File: src/olsr_pkg.sv
// Purpose: constants and types for the open-load status register bank
// Assumes: one 100 MHz clock, active-low asynchronous reset
// Notes: address bytes are [op] a2 a1 a0 b1 b0 [flag] 1
package olsr_pkg;

  // ----------------------------------------
  // sizes
  // ----------------------------------------
  localparam int unsigned OLSR_NUM_BRIDGES = 12;
  localparam int unsigned OLSR_BRIDGES_PER_REG = 4;
  localparam int unsigned OLSR_NUM_REGS = 3;
  localparam int unsigned OLSR_REG_W = 8;

  // ----------------------------------------
  // address fields inside the address byte
  // ----------------------------------------
  localparam int unsigned OLSR_ADDR_HI_POS = 4;
  localparam int unsigned OLSR_ADDR_LO_POS = 2;
  localparam int unsigned OLSR_FLAG_POS = 1;
  localparam int unsigned OLSR_OP_POS = 7;
  localparam logic [2:0] OLSR_ADDR_BR_1_4 = 3'h0;
  localparam logic [2:0] OLSR_ADDR_BR_5_8 = 3'h4;
  localparam logic [2:0] OLSR_ADDR_BR_9_12 = 3'h2;
  localparam logic [1:0] OLSR_ADDR_OL_GROUP = 2'h1;
  localparam logic OLSR_ADDR_TAIL = 1'b1;

  // ----------------------------------------
  // reset values
  // ----------------------------------------
  localparam logic [7:0] OLSR_FLAGS_RESET = 8'h00;
  localparam logic [7:0] OLSR_READ_IDLE = 8'h00;

  // one read request with its answer
  typedef struct packed {
    logic valid;
    logic [7:0] addr_byte;
  } olsr_req_s;

  typedef struct packed {
    logic valid;
    logic hit;
    logic [7:0] data;
  } olsr_rsp_s;

endpackage

File: src/olsr_flag_reg.sv
// Purpose: one 8-bit latched, read-to-clear flag register
// Assumes: set and clear are synchronous to the clock
// Notes: set wins over a clear in the same cycle
module olsr_flag_reg
  import olsr_pkg::*;
#(
  parameter int unsigned WIDTH = 8
) (
  // clock, reset and enable
  input wire logic clk_i,
  input wire logic rst_n_i,
  input wire logic ce_i,
  // control
  input wire logic [WIDTH-1:0] set_i,
  input wire logic [WIDTH-1:0] keep_i,
  input wire logic clear_i,
  // state
  output logic [WIDTH-1:0] flags_o
);

  // ----------------------------------------
  // flag storage
  // ----------------------------------------
  always_ff @(posedge clk_i or negedge rst_n_i) begin
    if (!rst_n_i) begin
      flags_o <= WIDTH'(OLSR_FLAGS_RESET);
    end else if (ce_i) begin
      if (clear_i) begin
        flags_o <= set_i & keep_i;
      end else begin
        flags_o <= (flags_o | set_i) & keep_i;
      end
    end
  end

endmodule

File: src/olsr_top.sv
// Purpose: open-load status register bank for twelve half-bridges
// Assumes: requests arrive synchronous to ref_clk_i
// Notes: one answer per request, one cycle later
//
// What this block does
// - an open-load event while ce_i is high sets its switch flag, held until cleared
// - all flags reset to zero, meaning no error
// - bridges five to eight answer address bits 100 then 01
// - bridges nine to twelve answer address bits 010 then 01
// - high-side flags sit on odd bits, highest bridge at D7
// - low-side flags sit on even bits, lowest bridge at D0
// - bridges one to four answer address bits 000 then 01
// - absent outputs on smaller variants always read as zero
module olsr_top
  import olsr_pkg::*;
#(
  parameter int unsigned NUM_BRIDGES = OLSR_NUM_BRIDGES
) (
  // clock, reset, enable
  input wire logic ref_clk_i,
  input wire logic rst_n_i,
  input wire logic ce_i,
  // open-load detector levels, bit n-1 = bridge n
  input wire logic [OLSR_NUM_BRIDGES-1:0] bridge_high_open_load_i,
  input wire logic [OLSR_NUM_BRIDGES-1:0] bridge_low_open_load_i,
  // register read port
  input wire olsr_req_s req_i,
  output olsr_rsp_s rsp_o
);

  // ----------------------------------------
  // reset release
  // ----------------------------------------
  logic rst_meta_n;
  logic rst_sync_n;

  always_ff @(posedge ref_clk_i or negedge rst_n_i) begin
    if (!rst_n_i) begin
      rst_meta_n <= 1'b0;
      rst_sync_n <= 1'b0;
    end else begin
      rst_meta_n <= 1'b1;
      rst_sync_n <= rst_meta_n;
    end
  end

  // ----------------------------------------
  // address decode
  // ----------------------------------------
  logic frame_ok;
  logic [2:0] addr_hi;
  logic [OLSR_NUM_REGS-1:0] sel;

  assign frame_ok = req_i.valid &&
    req_i.addr_byte[OLSR_ADDR_LO_POS +: 2] == OLSR_ADDR_OL_GROUP &&
    req_i.addr_byte[0] == OLSR_ADDR_TAIL;
  assign addr_hi = req_i.addr_byte[OLSR_ADDR_HI_POS +: 3];
  assign sel[0] = frame_ok && addr_hi == OLSR_ADDR_BR_1_4;
  assign sel[1] = frame_ok && addr_hi == OLSR_ADDR_BR_5_8;
  assign sel[2] = frame_ok && addr_hi == OLSR_ADDR_BR_9_12;

  // ----------------------------------------
  // flag registers, one per bridge group
  // ----------------------------------------
  logic [OLSR_REG_W-1:0] set_vec [OLSR_NUM_REGS];
  logic [OLSR_REG_W-1:0] keep_vec [OLSR_NUM_REGS];
  logic [OLSR_REG_W-1:0] flags [OLSR_NUM_REGS];

  for (genvar g = 0; g < OLSR_NUM_REGS; g++) begin : g_reg
    for (genvar b = 0; b < OLSR_BRIDGES_PER_REG; b++) begin : g_bit
      localparam int unsigned IDX = g * OLSR_BRIDGES_PER_REG + b;
      assign set_vec[g][2*b+1] = bridge_high_open_load_i[IDX];
      assign set_vec[g][2*b] = bridge_low_open_load_i[IDX];
      assign keep_vec[g][2*b+1] = (IDX < NUM_BRIDGES);
      assign keep_vec[g][2*b] = (IDX < NUM_BRIDGES);
    end
    olsr_flag_reg #(
      .WIDTH(OLSR_REG_W)
    ) u_flags (
      .clk_i(ref_clk_i),
      .rst_n_i(rst_sync_n),
      .ce_i(ce_i),
      .set_i(set_vec[g]),
      .keep_i(keep_vec[g]),
      .clear_i(sel[g]),
      .flags_o(flags[g])
    );
  end

  // ----------------------------------------
  // read answer
  // ----------------------------------------
  logic [OLSR_REG_W-1:0] next_data;

  always_comb begin
    next_data = OLSR_READ_IDLE;
    for (int i = 0; i < OLSR_NUM_REGS; i++) begin
      if (sel[i]) begin
        next_data = flags[i];
      end
    end
  end

  always_ff @(posedge ref_clk_i or negedge rst_sync_n) begin
    if (!rst_sync_n) begin
      rsp_o <= '0;
    end else if (ce_i) begin
      rsp_o.valid <= req_i.valid;
      rsp_o.hit <= |sel;
      rsp_o.data <= next_data;
    end
  end

  // ----------------------------------------
  // checks
  // ----------------------------------------
  a_group1_read: assert property (@(posedge ref_clk_i) disable iff (!rst_sync_n)
    ce_i && req_i.valid && req_i.addr_byte[6:2] == 5'h01 && req_i.addr_byte[0] |=> rsp_o.hit && rsp_o.data == $past(flags[0]))
    else $error("group 1 read wrong");
  a_group2_read: assert property (@(posedge ref_clk_i) disable iff (!rst_sync_n)
    ce_i && req_i.valid && req_i.addr_byte[6:0] == 7'h45 |=> rsp_o.hit && rsp_o.data == $past(flags[1]))
    else $error("group 2 read wrong");
  a_group3_read: assert property (@(posedge ref_clk_i) disable iff (!rst_sync_n)
    ce_i && req_i.valid && req_i.addr_byte[6:0] == 7'h25 |=> rsp_o.hit && rsp_o.data == $past(flags[2]))
    else $error("group 3 read wrong");
  a_flag_sets: assert property (@(posedge ref_clk_i) disable iff (!rst_sync_n)
    ce_i && bridge_high_open_load_i[0] |=> flags[0][1])
    else $error("high flag not set");
  a_flag_holds: assert property (@(posedge ref_clk_i) disable iff (!rst_sync_n)
    ce_i && flags[1][0] && !sel[1] |=> flags[1][0])
    else $error("flag lost without read");
  a_high_odd: assert property (@(posedge ref_clk_i) disable iff (!rst_sync_n)
    ce_i && NUM_BRIDGES > 11 && bridge_high_open_load_i[11] |=> flags[2][7])
    else $error("bridge 12 high not at D7");
  a_low_even: assert property (@(posedge ref_clk_i) disable iff (!rst_sync_n)
    ce_i && NUM_BRIDGES > 8 && bridge_low_open_load_i[8] |=> flags[2][0])
    else $error("bridge 9 low not at D0");
  a_read_clears: assert property (@(posedge ref_clk_i) disable iff (!rst_sync_n)
    ce_i && sel[0] && bridge_low_open_load_i[3:0] == 4'h0 && bridge_high_open_load_i[3:0] == 4'h0
    |=> flags[0] == 8'h00)
    else $error("read did not clear");
  a_absent_zero: assert property (@(posedge ref_clk_i) disable iff (!rst_sync_n)
    NUM_BRIDGES < 12 |-> !flags[2][7])
    else $error("absent bridge flag set");
  a_reset_zero: assert property (@(posedge ref_clk_i)
    $rose(rst_sync_n) |-> flags[0] == 8'h00 && flags[1] == 8'h00 && flags[2] == 8'h00)
    else $error("flags not zero after reset");
  a_reset_answer: assert property (@(posedge ref_clk_i)
    $rose(rst_sync_n) |-> rsp_o == '0)
    else $error("answer not idle after reset");
  a_set_wins: assert property (@(posedge ref_clk_i) disable iff (!rst_sync_n)
    ce_i && sel[0] && bridge_high_open_load_i[0] |=> flags[0][1])
    else $error("read cleared an active fault");
  a_one_group: assert property (@(posedge ref_clk_i) disable iff (!rst_sync_n)
    $onehot0(sel))
    else $error("two groups selected");

  // ----------------------------------------
  // checks, answer framing
  // ----------------------------------------
  a_valid_echo: assert property (@(posedge ref_clk_i) disable iff (!rst_sync_n)
    ce_i && req_i.valid |=> rsp_o.valid)
    else $error("request not answered");
  a_idle_quiet: assert property (@(posedge ref_clk_i) disable iff (!rst_sync_n)
    ce_i && !req_i.valid |=> !rsp_o.valid && !rsp_o.hit && rsp_o.data == 8'h00)
    else $error("answer without request");
  a_refused_miss: assert property (@(posedge ref_clk_i) disable iff (!rst_sync_n)
    ce_i && req_i.valid && !(req_i.addr_byte[0] && req_i.addr_byte[6:2] inside {5'h01, 5'h11, 5'h09})
    |=> rsp_o.valid && !rsp_o.hit && rsp_o.data == 8'h00)
    else $error("bad address answered");
  a_refused_keeps: assert property (@(posedge ref_clk_i) disable iff (!rst_sync_n)
    ce_i && req_i.valid && !(req_i.addr_byte[0] && req_i.addr_byte[6:2] inside {5'h01, 5'h11, 5'h09})
    |=> (flags[0] & $past(flags[0])) == $past(flags[0]) && (flags[2] & $past(flags[2])) == $past(flags[2]))
    else $error("bad address cleared flags");
  a_freeze: assert property (@(posedge ref_clk_i) disable iff (!rst_sync_n)
    !ce_i |=> $stable(rsp_o) && $stable(flags[0]) && $stable(flags[1]) && $stable(flags[2]))
    else $error("state moved while disabled");

  // ----------------------------------------
  // checks, per group
  // ----------------------------------------
  for (genvar g = 0; g < OLSR_NUM_REGS; g++) begin : g_group_chk
    a_no_loss: assert property (@(posedge ref_clk_i) disable iff (!rst_sync_n)
      ce_i && !sel[g] |=> (flags[g] & $past(flags[g])) == $past(flags[g]))
      else $error("flag lost without read");
    a_clear_read: assert property (@(posedge ref_clk_i) disable iff (!rst_sync_n)
      ce_i && sel[g] |=> (flags[g] & ~$past(set_vec[g])) == 8'h00)
      else $error("read left a stale flag");
    a_group_answer: assert property (@(posedge ref_clk_i) disable iff (!rst_sync_n)
      ce_i && sel[g] |=> rsp_o.valid && rsp_o.hit && rsp_o.data == $past(flags[g]))
      else $error("group answer wrong");
  end

  // ----------------------------------------
  // checks, per bridge
  // ----------------------------------------
  for (genvar n = 0; n < OLSR_NUM_BRIDGES; n++) begin : g_bridge_chk
    localparam int unsigned GR = n / OLSR_BRIDGES_PER_REG;
    localparam int unsigned HI = 2 * (n % OLSR_BRIDGES_PER_REG) + 1;
    localparam int unsigned LO = 2 * (n % OLSR_BRIDGES_PER_REG);
    a_high_map: assert property (@(posedge ref_clk_i) disable iff (!rst_sync_n)
      ce_i && NUM_BRIDGES > n && bridge_high_open_load_i[n] |=> flags[GR][HI])
      else $error("high flag in wrong bit");
    a_low_map: assert property (@(posedge ref_clk_i) disable iff (!rst_sync_n)
      ce_i && NUM_BRIDGES > n && bridge_low_open_load_i[n] |=> flags[GR][LO])
      else $error("low flag in wrong bit");
    a_high_held: assert property (@(posedge ref_clk_i) disable iff (!rst_sync_n)
      ce_i && flags[GR][HI] && !sel[GR] |=> flags[GR][HI])
      else $error("high flag lost without read");
    a_high_read: assert property (@(posedge ref_clk_i) disable iff (!rst_sync_n)
      ce_i && sel[GR] && flags[GR][HI] |=> rsp_o.data[HI])
      else $error("high flag missing from answer");
    a_low_read: assert property (@(posedge ref_clk_i) disable iff (!rst_sync_n)
      ce_i && sel[GR] && flags[GR][LO] |=> rsp_o.data[LO])
      else $error("low flag missing from answer");
    a_absent_bits: assert property (@(posedge ref_clk_i) disable iff (!rst_sync_n)
      NUM_BRIDGES <= n |-> !flags[GR][HI] && !flags[GR][LO])
      else $error("absent bridge flag held");
    a_absent_read: assert property (@(posedge ref_clk_i) disable iff (!rst_sync_n)
      ce_i && sel[GR] && NUM_BRIDGES <= n |=> !rsp_o.data[HI] && !rsp_o.data[LO])
      else $error("absent bridge flag answered");
  end

endmodule
File: config.mk
export PLATFORM = sky130hd
export DESIGN_NAME = olsr_top
export DESIGN_NICKNAME = d
export VERILOG_FILES = /design/src/olsr_pkg.sv /design/src/olsr_flag_reg.sv /design/src/olsr_top.sv
export SDC_FILE = /design/constraint.sdc
export NUM_CORES = 1
export LEC_CHECK = 0
export BUFFER_PORTS_ARGS = -buffer_cell sky130_fd_sc_hd__buf_2
export CAP_MARGIN = 20
export CELL_PAD_IN_SITES_DETAIL_PLACEMENT = 1
export CELL_PAD_IN_SITES_GLOBAL_PLACEMENT = 2
export CORE_ASPECT_RATIO = 0.75
export CORE_UTILIZATION = 34
export DETAILED_ROUTE_END_ITERATION = 8
export GPL_ROUTABILITY_DRIVEN = 0
export PLACE_DENSITY_LB_ADDON = 0.3
export SKIP_LAST_GASP = 1
export SLEW_MARGIN = 20
export SYNTH_ARGS = -nofsm -noshare
export SYNTH_HDL_FRONTEND = slang
export SYNTH_SLANG_ARGS = --single-unit
File: constraint.sdc
create_clock -name ref_clk_i -period 2.13 [get_ports ref_clk_i]
set_clock_uncertainty 0.05 [all_clocks]
set_input_delay 0.426 -clock ref_clk_i [delete_from_list [all_inputs] [get_ports ref_clk_i]]
set_output_delay 0.426 -clock ref_clk_i [all_outputs]
set_load 0.01 [all_outputs]
==> out/qor.yml <==
setup.worst_path.end_class: "flop"
grt_pass1_wl_mm: 5.975
rsz0062_at_grt: "false"
period_minus_slack_ns: 1.648
netlist-cell-type-count: 19
pin_count: 46
rrSetupSlack_ns: 1.07
finalInstanceArea_sq_um: 1894
ys_seq_area_share_pct: 61.12
yosysWarnings: 0
final_hold_viol_count: 0
htreeDepth: 2
worstPathArrival_ns: 1.77
p_leak_nw: 0.9231
grt_max_degree: 35
cp_max_fo: 8
synth.ff_latch_count: 36
place_area_sq_um: 1758
r2r_cells: 3
fill_cells: 450
cp-start-kind: "primary input"
synth_common_cells: "36 x dfrtp_1, 24 x a22o_1, 9 x inv_1"
fin_util_pct: 46.16
ant_nets: 0
wl_per_cell_microns: 16.69
outcome: "finished, final reports clean"
fin_total_pwr_w: 0.001468
finalSetupViolations: 0
irDropWorstVdd_mv: 0.3046
grt_usage_pct: 17.57
grt_pass1_vias: 1187
drcViolationCount: 0
diodes: 0
start_util_pct: 35.91
insertion_delay_ns: 0.28
yosysMostFrequentCell: "dfrtp_1"
path_class: "primary input to flop"
drv_slew: 0
die_h_microns: 59.02
vias: 1129
synth.area.top_cells: "dfrtp_1 61%, a22o_1 14%, mux2i_1 5.4%, a2bb2oi_1 4.8%, o22ai_1 3.4%"
async_flop_share_pct: 100.0
routed_wirelength_mm: 3.638
crit_start: "req_i[3]"
multi_input_area_sq_um: 501.7
power.density_nw_per_um2: 775.1
regArea_sq_um: 900.9
vias_per_cell: 5.179
syn_nets: 151
drtIter0Drc: 37
syn_area_per_cell_sq_um: 12.82
yosys.area.top_type: "dfrtp_1"
max_cap_viol_count: 0
max_freq_mhz: 606.7
path_clk_slew_ns: 0.07
dr.pass1.iters: 6
required_ns: 2.25
grt_antenna_before_repair: 0
r2r-start: "g_reg[1].u_flags.flags_o[5]$_DFFE_PN0P_"
cts_setup_buffers: 0
design.core.area_sq_um: 4104
clock_sinks: 36
dieArea_sq_um: 4605
cts_max_path_buffers: 2
yosys.area.top_type_share_pct: 61.12
die_x_microns: 78.03
synth_edf_count: 0
synthFlopType: "dfrtp_1"
cts_tree: "done"
fin_crit_sh_pct: 77.39
num_rows: 20
area_growth_pct: 28.52
r2r_end: "rsp_o[5]$_DFFE_PN0P_"
grt-ovfl-total: 0
cts_made_buffers: 5
hold_path.class: "flop to async pin"
fin_setup_tns_ns: 0
hpwl_mm: 2.578
port_buffers: 43
syn_area_sq_um: 1474
final_layout_size_suffix_gt1_share_pct: 34.97
syn_inst: 115
clock-root-buffer: "clkbuf_8"
nets: 198
==> cell type report <==
type | instances | share of cell area (%)
sequential | 36 | 47.56
multi-input combinational | 61 | 26.49
timing repair buffer | 49 | 13.87
clock buffer | 7 | 5.086
tap | 55 | 3.633
inverter | 9 | 1.783
clock inverter | 1 | 1.585
==> placed cells by master, fill, tap and decap left out, drive strengths merged <==
cell	n
clkbuf	7
conb	1
bufinv	1
a22o	24
mux2i	8
dlygate4sd3	1
a2bb2oi	8
o22ai	8
nor2b	1
buf	48
or4b	1
nand2	2
inv	9
nand4b	3
o21ai	1
nand3b	1
dfrtp	36
and4b	1
mux2	1
nor2	1
==> logic make-up (layout without fill, tap and decap cells) <==
family | Yosys count | after routing | synth area share [%]
other | 1 | 1 | 0.2544
and+or+nand+nor | 10 | 10 | 4.839
muxes | 9 | 9 | 6.197
buffers and inverters | 18 | 66 | 4.838
DFF | 36 | 36 | 61.12
AOI/OAI and AO/OA | 41 | 41 | 22.75
==> power breakdown <==
| group | internal, W | total [W] | leakage, nW | switching (W) |
|---|---|---|---|---|
| combinational | 0.0000539 | 0.000113 | 0.487 | 0.0000595 |
| clock | 0.000413 | 0.000653 | 0.0645 | 0.000240 |
| sequential | 0.000696 | 0.000702 | 0.372 | 0.00000662 |
| total | 0.00116 | 0.00147 | 0.923 | 0.000306 |
==> worst max-delay path: stages <==
cell,delay [ns]
buf_2,0.09
and4b_1,0.34
or4b_1,0.65
a22o_1,0.26
==> what timing repair did <==
action,in CTS,in global routing
hold buffers,1,0
gates resized for setup,0,0
endpoints found under the hold margin,2,0
==> sequential cells by signal, indices dropped and copies added, names as in the netlist <==
register,count
rst_sync_n,1
rsp_o,10
rst_meta_n,1
g.u_flags.flags_o,24
==> metrics by stage <==
stage	setup WS (ns)	std cells	hold slack, ns
6_report	0.4816	218	0.2210
5_1_grt	0.4375	218	0.2729
4_1_cts	0.4775	218	0.2441
3_5_place_dp	0.1895	209	0.1622
3_3_place_gp	0.2051	209	0.1609
2_1_floorplan	0.4568	115	0.08041
==> layer usage <==
layer  vias up  share of wire (%)  track usage (%)
met4         0               0.93            5.556
met1       569                 46            22.49
li1        522                  -                -
met2        33                 48            29.84
met5         -                  0                0
met3         5                4.8            4.462
==> worst max-delay path by stage <==
stage	end	slack, ns	depth (start not counted)
global placement	g_reg[1].u_flags.flags_o[4]$_DFFE_PN0P_	0.21	4
detailed placement	g_reg[1].u_flags.flags_o[2]$_DFFE_PN0P_	0.19	4
CTS	g_reg[1].u_flags.flags_o[3]$_DFFE_PN0P_	0.48	4
floorplan	g_reg[1].u_flags.flags_o[0]$_DFFE_PN0P_	0.46	5
finish	g_reg[1].u_flags.flags_o[3]$_DFFE_PN0P_	0.48	4
global route	g_reg[1].u_flags.flags_o[3]$_DFFE_PN0P_	0.44	4
Power figures use the tool's default switching activity.
